**src/hdl/rcf_pkg.sv**
```systemverilog
package rcf_pkg;

  // ---------------------------------------------------------------
  // Frame constants
  // ---------------------------------------------------------------
  localparam logic [7:0]  RCF_DELIM      = 8'h7E;
  localparam logic [7:0]  RCF_TYPE_RESP  = 8'h97;
  localparam logic [7:0]  RCF_TYPE_REQ   = 8'h17;
  localparam logic [15:0] RCF_RESERVED   = 16'hFFFE;
  localparam logic [7:0]  RCF_CSUM_BASE  = 8'hFF;

  // Byte positions within the frame
  localparam int RCF_POS_DELIM  = 0;
  localparam int RCF_POS_LEN    = 1;
  localparam int RCF_POS_TYPE   = 3;
  localparam int RCF_POS_FID    = 4;
  localparam int RCF_POS_ADDR   = 5;
  localparam int RCF_POS_RSVD   = 13;
  localparam int RCF_POS_CMD    = 15;
  localparam int RCF_POS_STATUS = 17;
  localparam int RCF_POS_PARAM  = 18;

  // Fixed bytes counted by the length field: type through status
  localparam logic [15:0] RCF_LEN_FIXED = 16'h000F;

  // Largest parameter value carried, in bytes
  localparam int RCF_PARAM_MAX = 16;

  // Status codes
  localparam logic [7:0] RCF_ST_OK       = 8'h00;
  localparam logic [7:0] RCF_ST_ERROR    = 8'h01;
  localparam logic [7:0] RCF_ST_BAD_CMD  = 8'h02;
  localparam logic [7:0] RCF_ST_BAD_PARM = 8'h03;
  localparam logic [7:0] RCF_ST_TX_FAIL  = 8'h04;
  localparam logic [7:0] RCF_ST_CRYPT    = 8'h0C;

  // One handled request, as handed to the framer
  typedef struct packed {
    logic [7:0]  req_type;
    logic [7:0]  frame_id;
    logic [63:0] addr;
    logic [15:0] cmd;
    logic [7:0]  status;
    logic        is_query;
    logic [4:0]  param_len;
  } rcf_req_type;

  // Byte stream towards the host serial port
  typedef struct packed {
    logic       valid;
    logic       last;
    logic [7:0] data;
  } rcf_byte_type;

endpackage
```
**src/hdl/rcf_csum.sv**
```systemverilog
`timescale 1ns/1ps
`default_nettype none

// Running checksum over the bytes between length and checksum
module rcf_csum
  import rcf_pkg::*;
(
  input  wire logic       i_sys_clk,
  input  wire logic       i_rst,
  input  wire logic       i_clear,
  input  wire logic       i_add,
  input  wire logic [7:0] i_byte,
  output logic      [7:0] o_csum
);

  logic [7:0] sum;

  // ---------------------------------------------------------------
  // Low eight bits of the sum, wrap is intended
  // ---------------------------------------------------------------
  always_ff @(posedge i_sys_clk or posedge i_rst) begin
    if (i_rst) begin
      sum <= 8'h00;
    end else if (i_clear) begin
      sum <= 8'h00;
    end else if (i_add) begin
      sum <= sum + i_byte;
    end
  end

  assign o_csum = RCF_CSUM_BASE - sum;

endmodule

`default_nettype wire

```
**src/hdl/rcf_framer.sv**
```systemverilog
// Function
// - Handled request of type 0x17 yields response frame of type 0x97.
// - No response frame when the request frame identifier is zero.
// - Several responses per request allowed; host accepts repeated identifiers.
// - Frame opens with one delimiter byte at position 0.
// - Two-byte length at position 1 counts bytes between length and checksum.
// - Request frame identifier copied to position 4.
// - Eight-byte responder address starts at position 5.
// - Positions 13 and 14 carry 0xFFFE; host ignores them.
// - Two command characters echoed from position 15, request order.
// - Status byte at position 17 with the listed codes.
// - Parameter field omitted after a set; checksum follows status.
// - Query appends current value bytes after the status byte; none if param_len exceeds 16.
// - Checksum is 0xFF minus low byte of sum from position 3.
`timescale 1ns/1ps
`default_nettype none

module rcf_framer
  import rcf_pkg::*;
#(
  parameter int PARAM_MAX = RCF_PARAM_MAX
) (
  input  wire logic                         i_sys_clk,
  input  wire logic                         i_rst,
  input  wire logic                         i_req_valid,
  output logic                              o_req_ready,
  input  wire rcf_req_type                  i_req,
  input  wire logic                         i_pw_en,
  input  wire logic [$clog2(PARAM_MAX)-1:0] i_pw_addr,
  input  wire logic [7:0]                   i_pw_data,
  output rcf_byte_type                      o_tx,
  input  wire logic                         i_tx_ready,
  output logic                              o_dropped
);

  localparam int AW = $clog2(PARAM_MAX);

  typedef enum logic [1:0] {
    RCF_IDLE,
    RCF_SEND
  } rcf_state_type;

  rcf_state_type state;
  rcf_req_type   req;
  logic [5:0]    pos;
  logic [4:0]    pidx;
  logic [7:0]    pbyte;
  logic [7:0]    csum;

  // ---------------------------------------------------------------
  // Request acceptance
  // ---------------------------------------------------------------
  wire logic       is_req     = (i_req.req_type == RCF_TYPE_REQ);
  wire logic       want_frame = is_req && (i_req.frame_id != 8'h00);
  wire logic       plen_ok    = i_req.param_len <= 5'(PARAM_MAX);
  wire logic       take       = i_req_valid && (state == RCF_IDLE);
  wire logic [4:0] plen_eff   = i_req.is_query && plen_ok ? i_req.param_len
                                                         : 5'd0;
  wire logic       has_param  = (req.param_len != 5'd0);
  wire logic [15:0] frame_len = RCF_LEN_FIXED + {11'd0, req.param_len};
  // Six bits: a full sixteen-byte value puts the checksum at position 34
  wire logic [5:0] last_pos   = 6'(RCF_POS_PARAM) + {1'b0, req.param_len};
  wire logic       in_param   = has_param && (pos >= 6'(RCF_POS_PARAM))
                                && (pos < last_pos);
  wire logic       step       = (state == RCF_SEND) && i_tx_ready;
  wire logic       in_sum     = (pos >= 6'(RCF_POS_TYPE)) && (pos < last_pos);
  wire logic [2:0] addr_idx   = 3'(pos - 6'(RCF_POS_ADDR));

  // Idle again after each frame, so a repeated identifier is simply served again
  assign o_req_ready = (state == RCF_IDLE);

  // ---------------------------------------------------------------
  // Byte selection by position
  // ---------------------------------------------------------------
  logic [7:0] next_byte;
  always_comb begin
    next_byte = 8'h00;
    case (pos)
      6'd0:    next_byte = RCF_DELIM;
      6'd1:    next_byte = frame_len[15:8];
      6'd2:    next_byte = frame_len[7:0];
      6'd3:    next_byte = RCF_TYPE_RESP;
      6'd4:    next_byte = req.frame_id;
      6'd5, 6'd6, 6'd7, 6'd8, 6'd9, 6'd10, 6'd11, 6'd12:
               next_byte = req.addr[8*(7-addr_idx) +: 8];
      6'd13:   next_byte = RCF_RESERVED[15:8];
      6'd14:   next_byte = RCF_RESERVED[7:0];
      6'd15:   next_byte = req.cmd[15:8];
      6'd16:   next_byte = req.cmd[7:0];
      6'd17:   next_byte = req.status;
      default: begin
        if (in_param) begin
          next_byte = pbyte;
        end else begin
          next_byte = csum;
        end
      end
    endcase
  end

  // Parameter index runs one ahead since the store has registered reads
  wire logic [4:0] pidx_next = (pos + 6'd1 >= 6'(RCF_POS_PARAM))
                               ? 5'(pos + 6'd1 - 6'(RCF_POS_PARAM)) : 5'd0;

  rcf_param_mem #(
    .DEPTH (PARAM_MAX)
  ) u_mem (
    .i_sys_clk (i_sys_clk),
    .i_we      (i_pw_en),
    .i_waddr   (i_pw_addr),
    .i_wdata   (i_pw_data),
    .i_raddr   (AW'(step ? pidx_next : pidx)),
    .o_rdata   (pbyte)
  );

  rcf_csum u_csum (
    .i_sys_clk (i_sys_clk),
    .i_rst     (i_rst),
    .i_clear   (take),
    .i_add     (step && in_sum),
    .i_byte    (next_byte),
    .o_csum    (csum)
  );

  // ---------------------------------------------------------------
  // Sequencer; holds the presented byte steady while the host stalls
  // ---------------------------------------------------------------
  always_ff @(posedge i_sys_clk or posedge i_rst) begin
    if (i_rst) begin
      state <= RCF_IDLE;
      req   <= '0;
      pos   <= 6'd0;
      pidx  <= 5'd0;
    end else begin
      case (state)
        RCF_IDLE: begin
          pos  <= 6'd0;
          pidx <= 5'd0;
          if (take && want_frame) begin
            req           <= i_req;
            req.param_len <= plen_eff;
            state         <= RCF_SEND;
          end
        end
        RCF_SEND: begin
          if (i_tx_ready) begin
            if (pos == last_pos) begin
              state <= RCF_IDLE;
            end else begin
              pos  <= pos + 6'd1;
              pidx <= pidx_next;
            end
          end
        end
        default: state <= RCF_IDLE;
      endcase
    end
  end

  // Combinational stream: presents the byte for position pos in the same cycle
  assign o_tx = '{valid: (state == RCF_SEND),
                  last:  (state == RCF_SEND) && (pos == last_pos),
                  data:  next_byte};

  // Pulse for a request that produced no frame
  always_ff @(posedge i_sys_clk or posedge i_rst) begin
    if (i_rst) begin
      o_dropped <= 1'b0;
    end else begin
      o_dropped <= take && !want_frame;
    end
  end
endmodule

`default_nettype wire

```
**src/hdl/rcf_param_mem.sv**
```systemverilog
`timescale 1ns/1ps
`default_nettype none

// Parameter value store, written by the producer, read byte by byte
module rcf_param_mem
  import rcf_pkg::*;
#(
  parameter int DEPTH = RCF_PARAM_MAX
) (
  input  wire logic                     i_sys_clk,
  input  wire logic                     i_we,
  input  wire logic [$clog2(DEPTH)-1:0] i_waddr,
  input  wire logic [7:0]               i_wdata,
  input  wire logic [$clog2(DEPTH)-1:0] i_raddr,
  output logic      [7:0]               o_rdata
);

  logic [7:0] mem [DEPTH];

  // ---------------------------------------------------------------
  // Write port and registered read
  // ---------------------------------------------------------------
  always_ff @(posedge i_sys_clk) begin
    if (i_we) begin
      mem[i_waddr] <= i_wdata;
    end
    o_rdata <= mem[i_raddr];
  end

endmodule

`default_nettype wire

```
**config.mk**
```make
export PLATFORM = sky130hd
export DESIGN_NAME = rcf_framer
export DESIGN_NICKNAME = d
export VERILOG_FILES = /design/src/hdl/rcf_pkg.sv /design/src/hdl/rcf_csum.sv /design/src/hdl/rcf_framer.sv /design/src/hdl/rcf_param_mem.sv
export SDC_FILE = /design/constraint.sdc
export NUM_CORES = 1
export LEC_CHECK = 0
export ABC_CLOCK_PERIOD_IN_PS = 10600
export BUFFER_PORTS_ARGS = -buffer_cell sky130_fd_sc_hd__buf_2
export CORE_MARGIN = 2
export CORE_UTILIZATION = 60
export CTS_BUF_LIST = sky130_fd_sc_hd__clkbuf_4 sky130_fd_sc_hd__clkbuf_8 sky130_fd_sc_hd__clkbuf_16
export CTS_CLUSTER_DIAMETER = 60
export DETAILED_ROUTE_END_ITERATION = 8
export GPL_ROUTABILITY_DRIVEN = 0
export PLACE_DENSITY = 0.82
export SLEW_MARGIN = 20
export SYNTH_ARGS = -nofsm -noshare
export SYNTH_HDL_FRONTEND = slang
export SYNTH_SLANG_ARGS = --single-unit
```
**constraint.sdc**
```tcl
create_clock -name i_sys_clk -period 10.6 [get_ports i_sys_clk]
set_clock_uncertainty 0.1 [all_clocks]
set_input_delay 1.59 -clock i_sys_clk [delete_from_list [all_inputs] [get_ports i_sys_clk]]
set_output_delay 1.59 -clock i_sys_clk [all_outputs]
set_load 0.005 [all_outputs]
```
# [After elaboration in Yosys (flattened, before gate mapping)]
# Memory sizes are Yosys's and may differ from the RTL's. A register that Yosys moved wholly into a read port is not among the register bits.
# Index checks and enable logic that the tools add are counted.
[op_classes] n_reduce_logical=22 shifts=1 order_cmp=5 eq_ne=24 n_addsub=8 n_mux=19
[op_table] cell="$pmux 8 s11" n=1
[op_table] cell="$shiftx 64x33->8" n=1
[op_table] cell="$eq 6x4->1 const B" n=8
[op_table] cell="$eq 6x3->1 const B" n=4
[op_table] cell="$mux 8" n=3
[op_table] cell="$mux 4" n=4
[op_table] cell="$eq 6x2->1 const B" n=2
[op_table] cell="$eq 6x5->1 const B" n=2
[op_table] cell="$ge 6x5->1 const B" n=2
[op_table] cell="$mux 6" n=2
[op_table] cell="$pmux 6 s2" n=1
[op_table] cell="$logic_and 1x1->1" n=11
[op_table] cell="$add 8x8->8" n=1
[op_table] cell="$eq 8x5->1 const B" n=1
[op_table] cell="$pmux 4 s2" n=1
[op_table] cell="$reduce_bool 8->1" n=1
[op_table] cell="$reduce_or 8->1" n=1
[op_table] cell="$sub 8x8->8 const A" n=1
[op_table] cell="$add 4x5->6 const A" n=1
[op_table] cell="$add 5x5->6 const A" n=1
[op_table] cell="$add 6x1->6 const B" n=1
[op_table] cell="$eq 6x1->1 const B" n=1
[op_table] cell="$eq 6x6->1" n=1
[op_table] cell="$ge 6x2->1 const B" n=1
[op_table] cell="other kinds (19)" n=26
[totals] ramBits=128 output_inout_bits=12 n_memories=1 input_bits=127 register_bits=122
[mem_list] name="u_mem.mem" depth=16 width=8 rd=1 rd_clocked_by_memory_dff=1 write_ports=1 line="rcf_param_mem.sv:18" source="logic [7:0] mem [DEPTH];"

# [Logic depth before layout (Yosys ltp)]
[depth] ltp_word=8 mapped_depth=20 mapped_depth_nobuf=20

# [Modules after synthesis]
# From an unflattened synthesis, not the netlist that was laid out.
[hier_totals] hier_cells=771 hier_area_um2=11917.7
[modules_own_cells] mod="rcf_framer" area_per_inst_um2=6080.8 cells_per_inst=468 seq_area_each_um2=2827.7 instances=1
[modules_own_cells] mod="rcf_param_mem" area_per_inst_um2=5147.4 cells_per_inst=229 seq_area_each_um2=4003.8 instances=1
[modules_own_cells] mod="rcf_csum" area_per_inst_um2=689.4 cells_per_inst=74 seq_area_each_um2=200.2 instances=1

# [Least setup slack after synthesis]
# Ideal clock, no wire load.
[synth_timing] path_type="reg-to-reg" startpoint="register req[1] (netlist bit)" endpoint="register u_csum.sum[7]" period_less_slack_ns=4.285 setup_time_ns=0.079 path_stages_with_launch=17 required_ns=10.421 arrival_time_ns=4.106 setup_slack_ns=6.315 path_cell_list="dfrtp_1 ha_1 xnor2_1 ha_1 a21o_1 a21o_1 a2111oi_2 clkbuf_1 a21oi_1 a22oi_1 ha_1 a21oi_1 o21bai_1 a2111oi_0 nor4b_1 mux2i_1 mux2i_1"
[synth_lines] item="from (decl)" line="rcf_framer.sv:44" source="rcf_req_type req;"
[synth_lines] item="from (signal assigned)" line="rcf_framer.sv:140" source="req <= i_req;"
[synth_lines] item="to (signal assigned)" line="rcf_csum.sv:27" source="sum <= sum + i_byte;"
[synth_lines] item="to (decl)" line="rcf_csum.sv:16" source="logic [7:0] sum;"

==> summary.md <==
| Metric | Value |
|---|---|
| Mux contribution to synthesized area | 16.6% |
| Least-Margin Pin Slew | 1.04 ns |
| Seq pwr share | 49.3% |
| Type of origin of the critical path | flop |
| Register area share after synthesis | 58.5% |
| Status | completed |
| Cells on Worst Hold Path | 2 |
| Clock tree sinks | 257 |
| Largest net degree at the start of global routing | 89 |
| Setup Viol. Count Final | 0 |
| Post-synth EDFFs | 128 |
| Worst setup path endpoint | o_tx[7] |
| Vias in the first global route | 7975 |
| Drt first pass iters | 5 |
| Leak Pwr | 5.70 nW |
| FP Rows | 51 |
| Met3 routed WL | 1.54 mm |
| Main combinational cell family by area after synthesis | multiplexers |
| Max-cap violations | 0 |
| Port bufs | 138 |
| Total Power | 0.00223 W |
| CTS Buffer Depth | 3 |
| Final Max Tran Viols | 0 |
| DR top layer | met4 |
| Most used DFF post-synth | edfxtp_1 |
| Tcrit/Tclk final | 51.1% |
| CTS Hold Bufs | 0 |
| Int Pwr | 0.00175 W |
| # DRC | 0 |
| Unique cell type count in the Yosys netlist | 74 |
| Syn avg cell area | 13.8 µm² |
| Switching Power | 0.000483 W |
| R2R setup slack | 5.54 ns |
| Minimum clock period after layout | 5.42 ns |
| Sw Ratio | 21.7% |
| Commonest non-fill, non-tap cell in the layout | buf_2 |
| Synthesized flop and latch total | 257 |
| Clk pwr share | 43.9% |
| Mapped Cells | 874 |
| Critical Path Start | pos[1]$_DFFE_PP0P_ |
| Final WL | 27.7 mm |
| Comb pwr share | 6.8% |
| Post-Synth Adder-Cell Area | 2.56% |
| Die Ht | 146 µm |
| CTS Buf Count | 27 |
| Synth Area in Compound Gates | 12.0% |
| Core area | 19600 µm² |
| Simple-Gate Fraction of Synth Area | 6.34% |
| DR WL met2 | 13.6 mm |
| Die area | 21200 µm² |
| FF-to-FF path depth | 14 |
| Met1 WL | 11.3 mm |
| Detailed-placement wirelength estimate | 18.9 mm |
| Share of layout cells above drive strength 1 | 34.4% |
| # Post-CTS Setup Buffers | 0 |
| Final #Nets | 1154 |
| Worst-path fanout max | 20 |
| WP data arrival | 3.73 ns |
| DR vias | 7954 |
| Worst-Skew Late Latency | 0.54 ns |
| Fmax | 184 MHz |
| Initial DRC count | 778 |
| Most frequent cells in the layout | buf_2 (138), edfxtp_1 (128), dfrtp_1 (121), mux2_2 (104), nand2_1 (55) |
| Layout area overhead | 15.1% |
| Setup TNS | 0 ns |
| Worst Hold Class | flop to flop |
| Global-route wire length before repair | 43.5 mm |
| GRT Util Overall | 26.1% |
| Ys async rst share | 47.1% |
| Root buf cell | clkbuf_16 |
| Congestion Overflow GR | 0 |
| Worst-path clk slew | 0.06 ns |
| Max H-tree Level | 1 |
| Antenna violations before repair | 1 |
| Element type at the critical path end | output pin |
| CP Class | flop to output pin |
| I/O pin count | 139 |
| Antenna-violating nets left | 0 |
| Effective utilization at floorplan | 61.4% |
| Vias/cell | 6.17 |
| CTS tree | done |
| Reg-to-reg critical path endpoint | u_csum.sum[7]$_DFFE_PP0P_ |
| Pwr per Cell Area | 161 nW/µm² |
| Unrepaired setup endpoints after global routing | no |
| Die width | 146 µm |
| Peak VDD IR | 0.151 mV |
| Mapped Area | 12000 µm² |
| Ys Warns | 0 |
| Max-Slew Margin vs Limit | 30.6% |
| XOR/XNOR Fraction of Synth Area | 1.01% |
| Post-CTS sizing | 0 |
| Routed len/inst | 21.5 µm |
| RR Startpoint | pos[1]$_DFFE_PP0P_ |
| Required @ worst endpoint | 8.91 ns |
| Syn_nets | 1025 |
| Hold Vio Cnt, Final | 0 |
## cells by family (layout without fill, tap and decap cells)
group,count (synthesis),count (layout)
fa+ha+maj,24,24
other cells,0,1
mux,166,166
flops,257,257
simple gates,159,159
compound gates,176,176
buf+inv,79,228
xor+xnor,13,13
## how the worst min path moves through the flow
stage / startpoint / endpoint / slack [ns]
after global routing: req[18]$_DFFE_PP0P_ / req[18]$_DFFE_PP0P_ / 0.42
after detailed placement: pidx[2]$_DFFE_PP0P_ / pidx[2]$_DFFE_PP0P_ / 0.38
after global placement: pidx[1]$_DFFE_PP0P_ / pidx[1]$_DFFE_PP0P_ / 0.37
after floorplan: pidx[2]$_DFFE_PP0P_ / pidx[2]$_DFFE_PP0P_ / 0.34
after CTS: pidx[2]$_DFFE_PP0P_ / pidx[2]$_DFFE_PP0P_ / 0.40
final: pidx[1]$_DFFE_PP0P_ / pidx[1]$_DFFE_PP0P_ / 0.40
## per-stage QoR
stage	hold WS, ns	worst slack (ns)	cells	cell area, µm²	util (%)
floorplan	0.345	5.70	874	12000	-
global placement	0.373	5.77	1239	12900	65.8
detailed placement	0.384	5.54	1239	12900	65.8
CTS	0.398	5.13	1288	13800	70.6
global route	0.416	5.02	1289	13800	70.7
finish	0.401	5.18	1289	13800	70.7
## cell usage after synthesis, types with 3 or more instances
cell | count | area [µm²]
xor2_1 | 3 | 26.3
nand2b_1 | 4 | 25.0
nand4_1 | 3 | 18.8
xnor2_1 | 9 | 78.8
mux4_2 | 16 | 360
dfxtp_1 | 8 | 160
nor3_1 | 10 | 50.1
o21ai_0 | 27 | 135
and2_1 | 3 | 18.8
nor2_1 | 36 | 135
a2111oi_0 | 3 | 26.3
dfrtp_1 | 121 | 3030
o211ai_1 | 11 | 82.6
a221oi_1 | 17 | 149
a22oi_1 | 18 | 135
mux2i_1 | 46 | 460
a221oi_2 | 15 | 225
inv_1 | 28 | 105
a32o_1 | 8 | 80.1
buf_2 | 14 | 70.1
nand3_1 | 19 | 95.1
nand3b_1 | 3 | 22.5
nor4_1 | 3 | 18.8
a22o_1 | 4 | 35.0
buf_6 | 5 | 56.3
and3_1 | 5 | 31.3
nor2b_1 | 5 | 31.3
o2111a_1 | 8 | 90.1
ha_1 | 23 | 288
buf_4 | 4 | 30.0
nand2_1 | 55 | 206
a21o_1 | 4 | 30.0
edfxtp_1 | 128 | 3840
clkbuf_1 | 26 | 97.6
mux2_2 | 104 | 1170
o221ai_1 | 8 | 70.1
a21oi_1 | 25 | 125
## critical path, stage by stage, from the launching register on
cell	delay [ns]
dfrtp_1	0.53
inv_1	0.16
ha_1	0.91
mux4_2	0.42
mux2_2	0.31
a2111oi_0	0.44
mux2i_1	0.22
buf_2	0.19
## cell type report
| type | count | area [µm²] |
|---|---|---|
| well taps | 265 | 332 |
| clock buffers | 34 | 753 |
| flip-flops and latches | 257 | 7030 |
| repair buffers | 150 | 781 |
| fillers | 1339 | 5750 |
| multi-input cells | 538 | 4650 |
| clock inverters | 15 | 179 |
| inverters | 29 | 111 |
| diodes | 1 | 2.50 |
## flip-flops by register name, indices dropped and copies added, names as in the netlist
signal and count:
u_csum.sum 8, pidx 4, o_dropped 1, u_mem.o_rdata 8, pos 6, state 1
u_mem.mem 128, req 101
## power by group through the flow
| stage | Clock [W] | Sequential [W] | Combinational (W) |
|---|---|---|---|
| final | 0.000979 | 0.00110 | 0.000152 |
| after global routing | 0.00103 | 0.00110 | 0.000165 |
| after detailed placement | 0 | 0.00112 | 0.000151 |
| after floorplan | 0 | 0.00111 | 0.0000907 |
| after global placement | 0 | 0.00112 | 0.000146 |
| after CTS | 0.000986 | 0.00110 | 0.000152 |
## layer usage
layer  vias up  GRT usage (%)
li1       3624              -
met1      3934           34.5
met2       324           43.7
met3        72           3.48
met4         0           11.5
met5         -              0
Power figures use the tool's default switching activity.
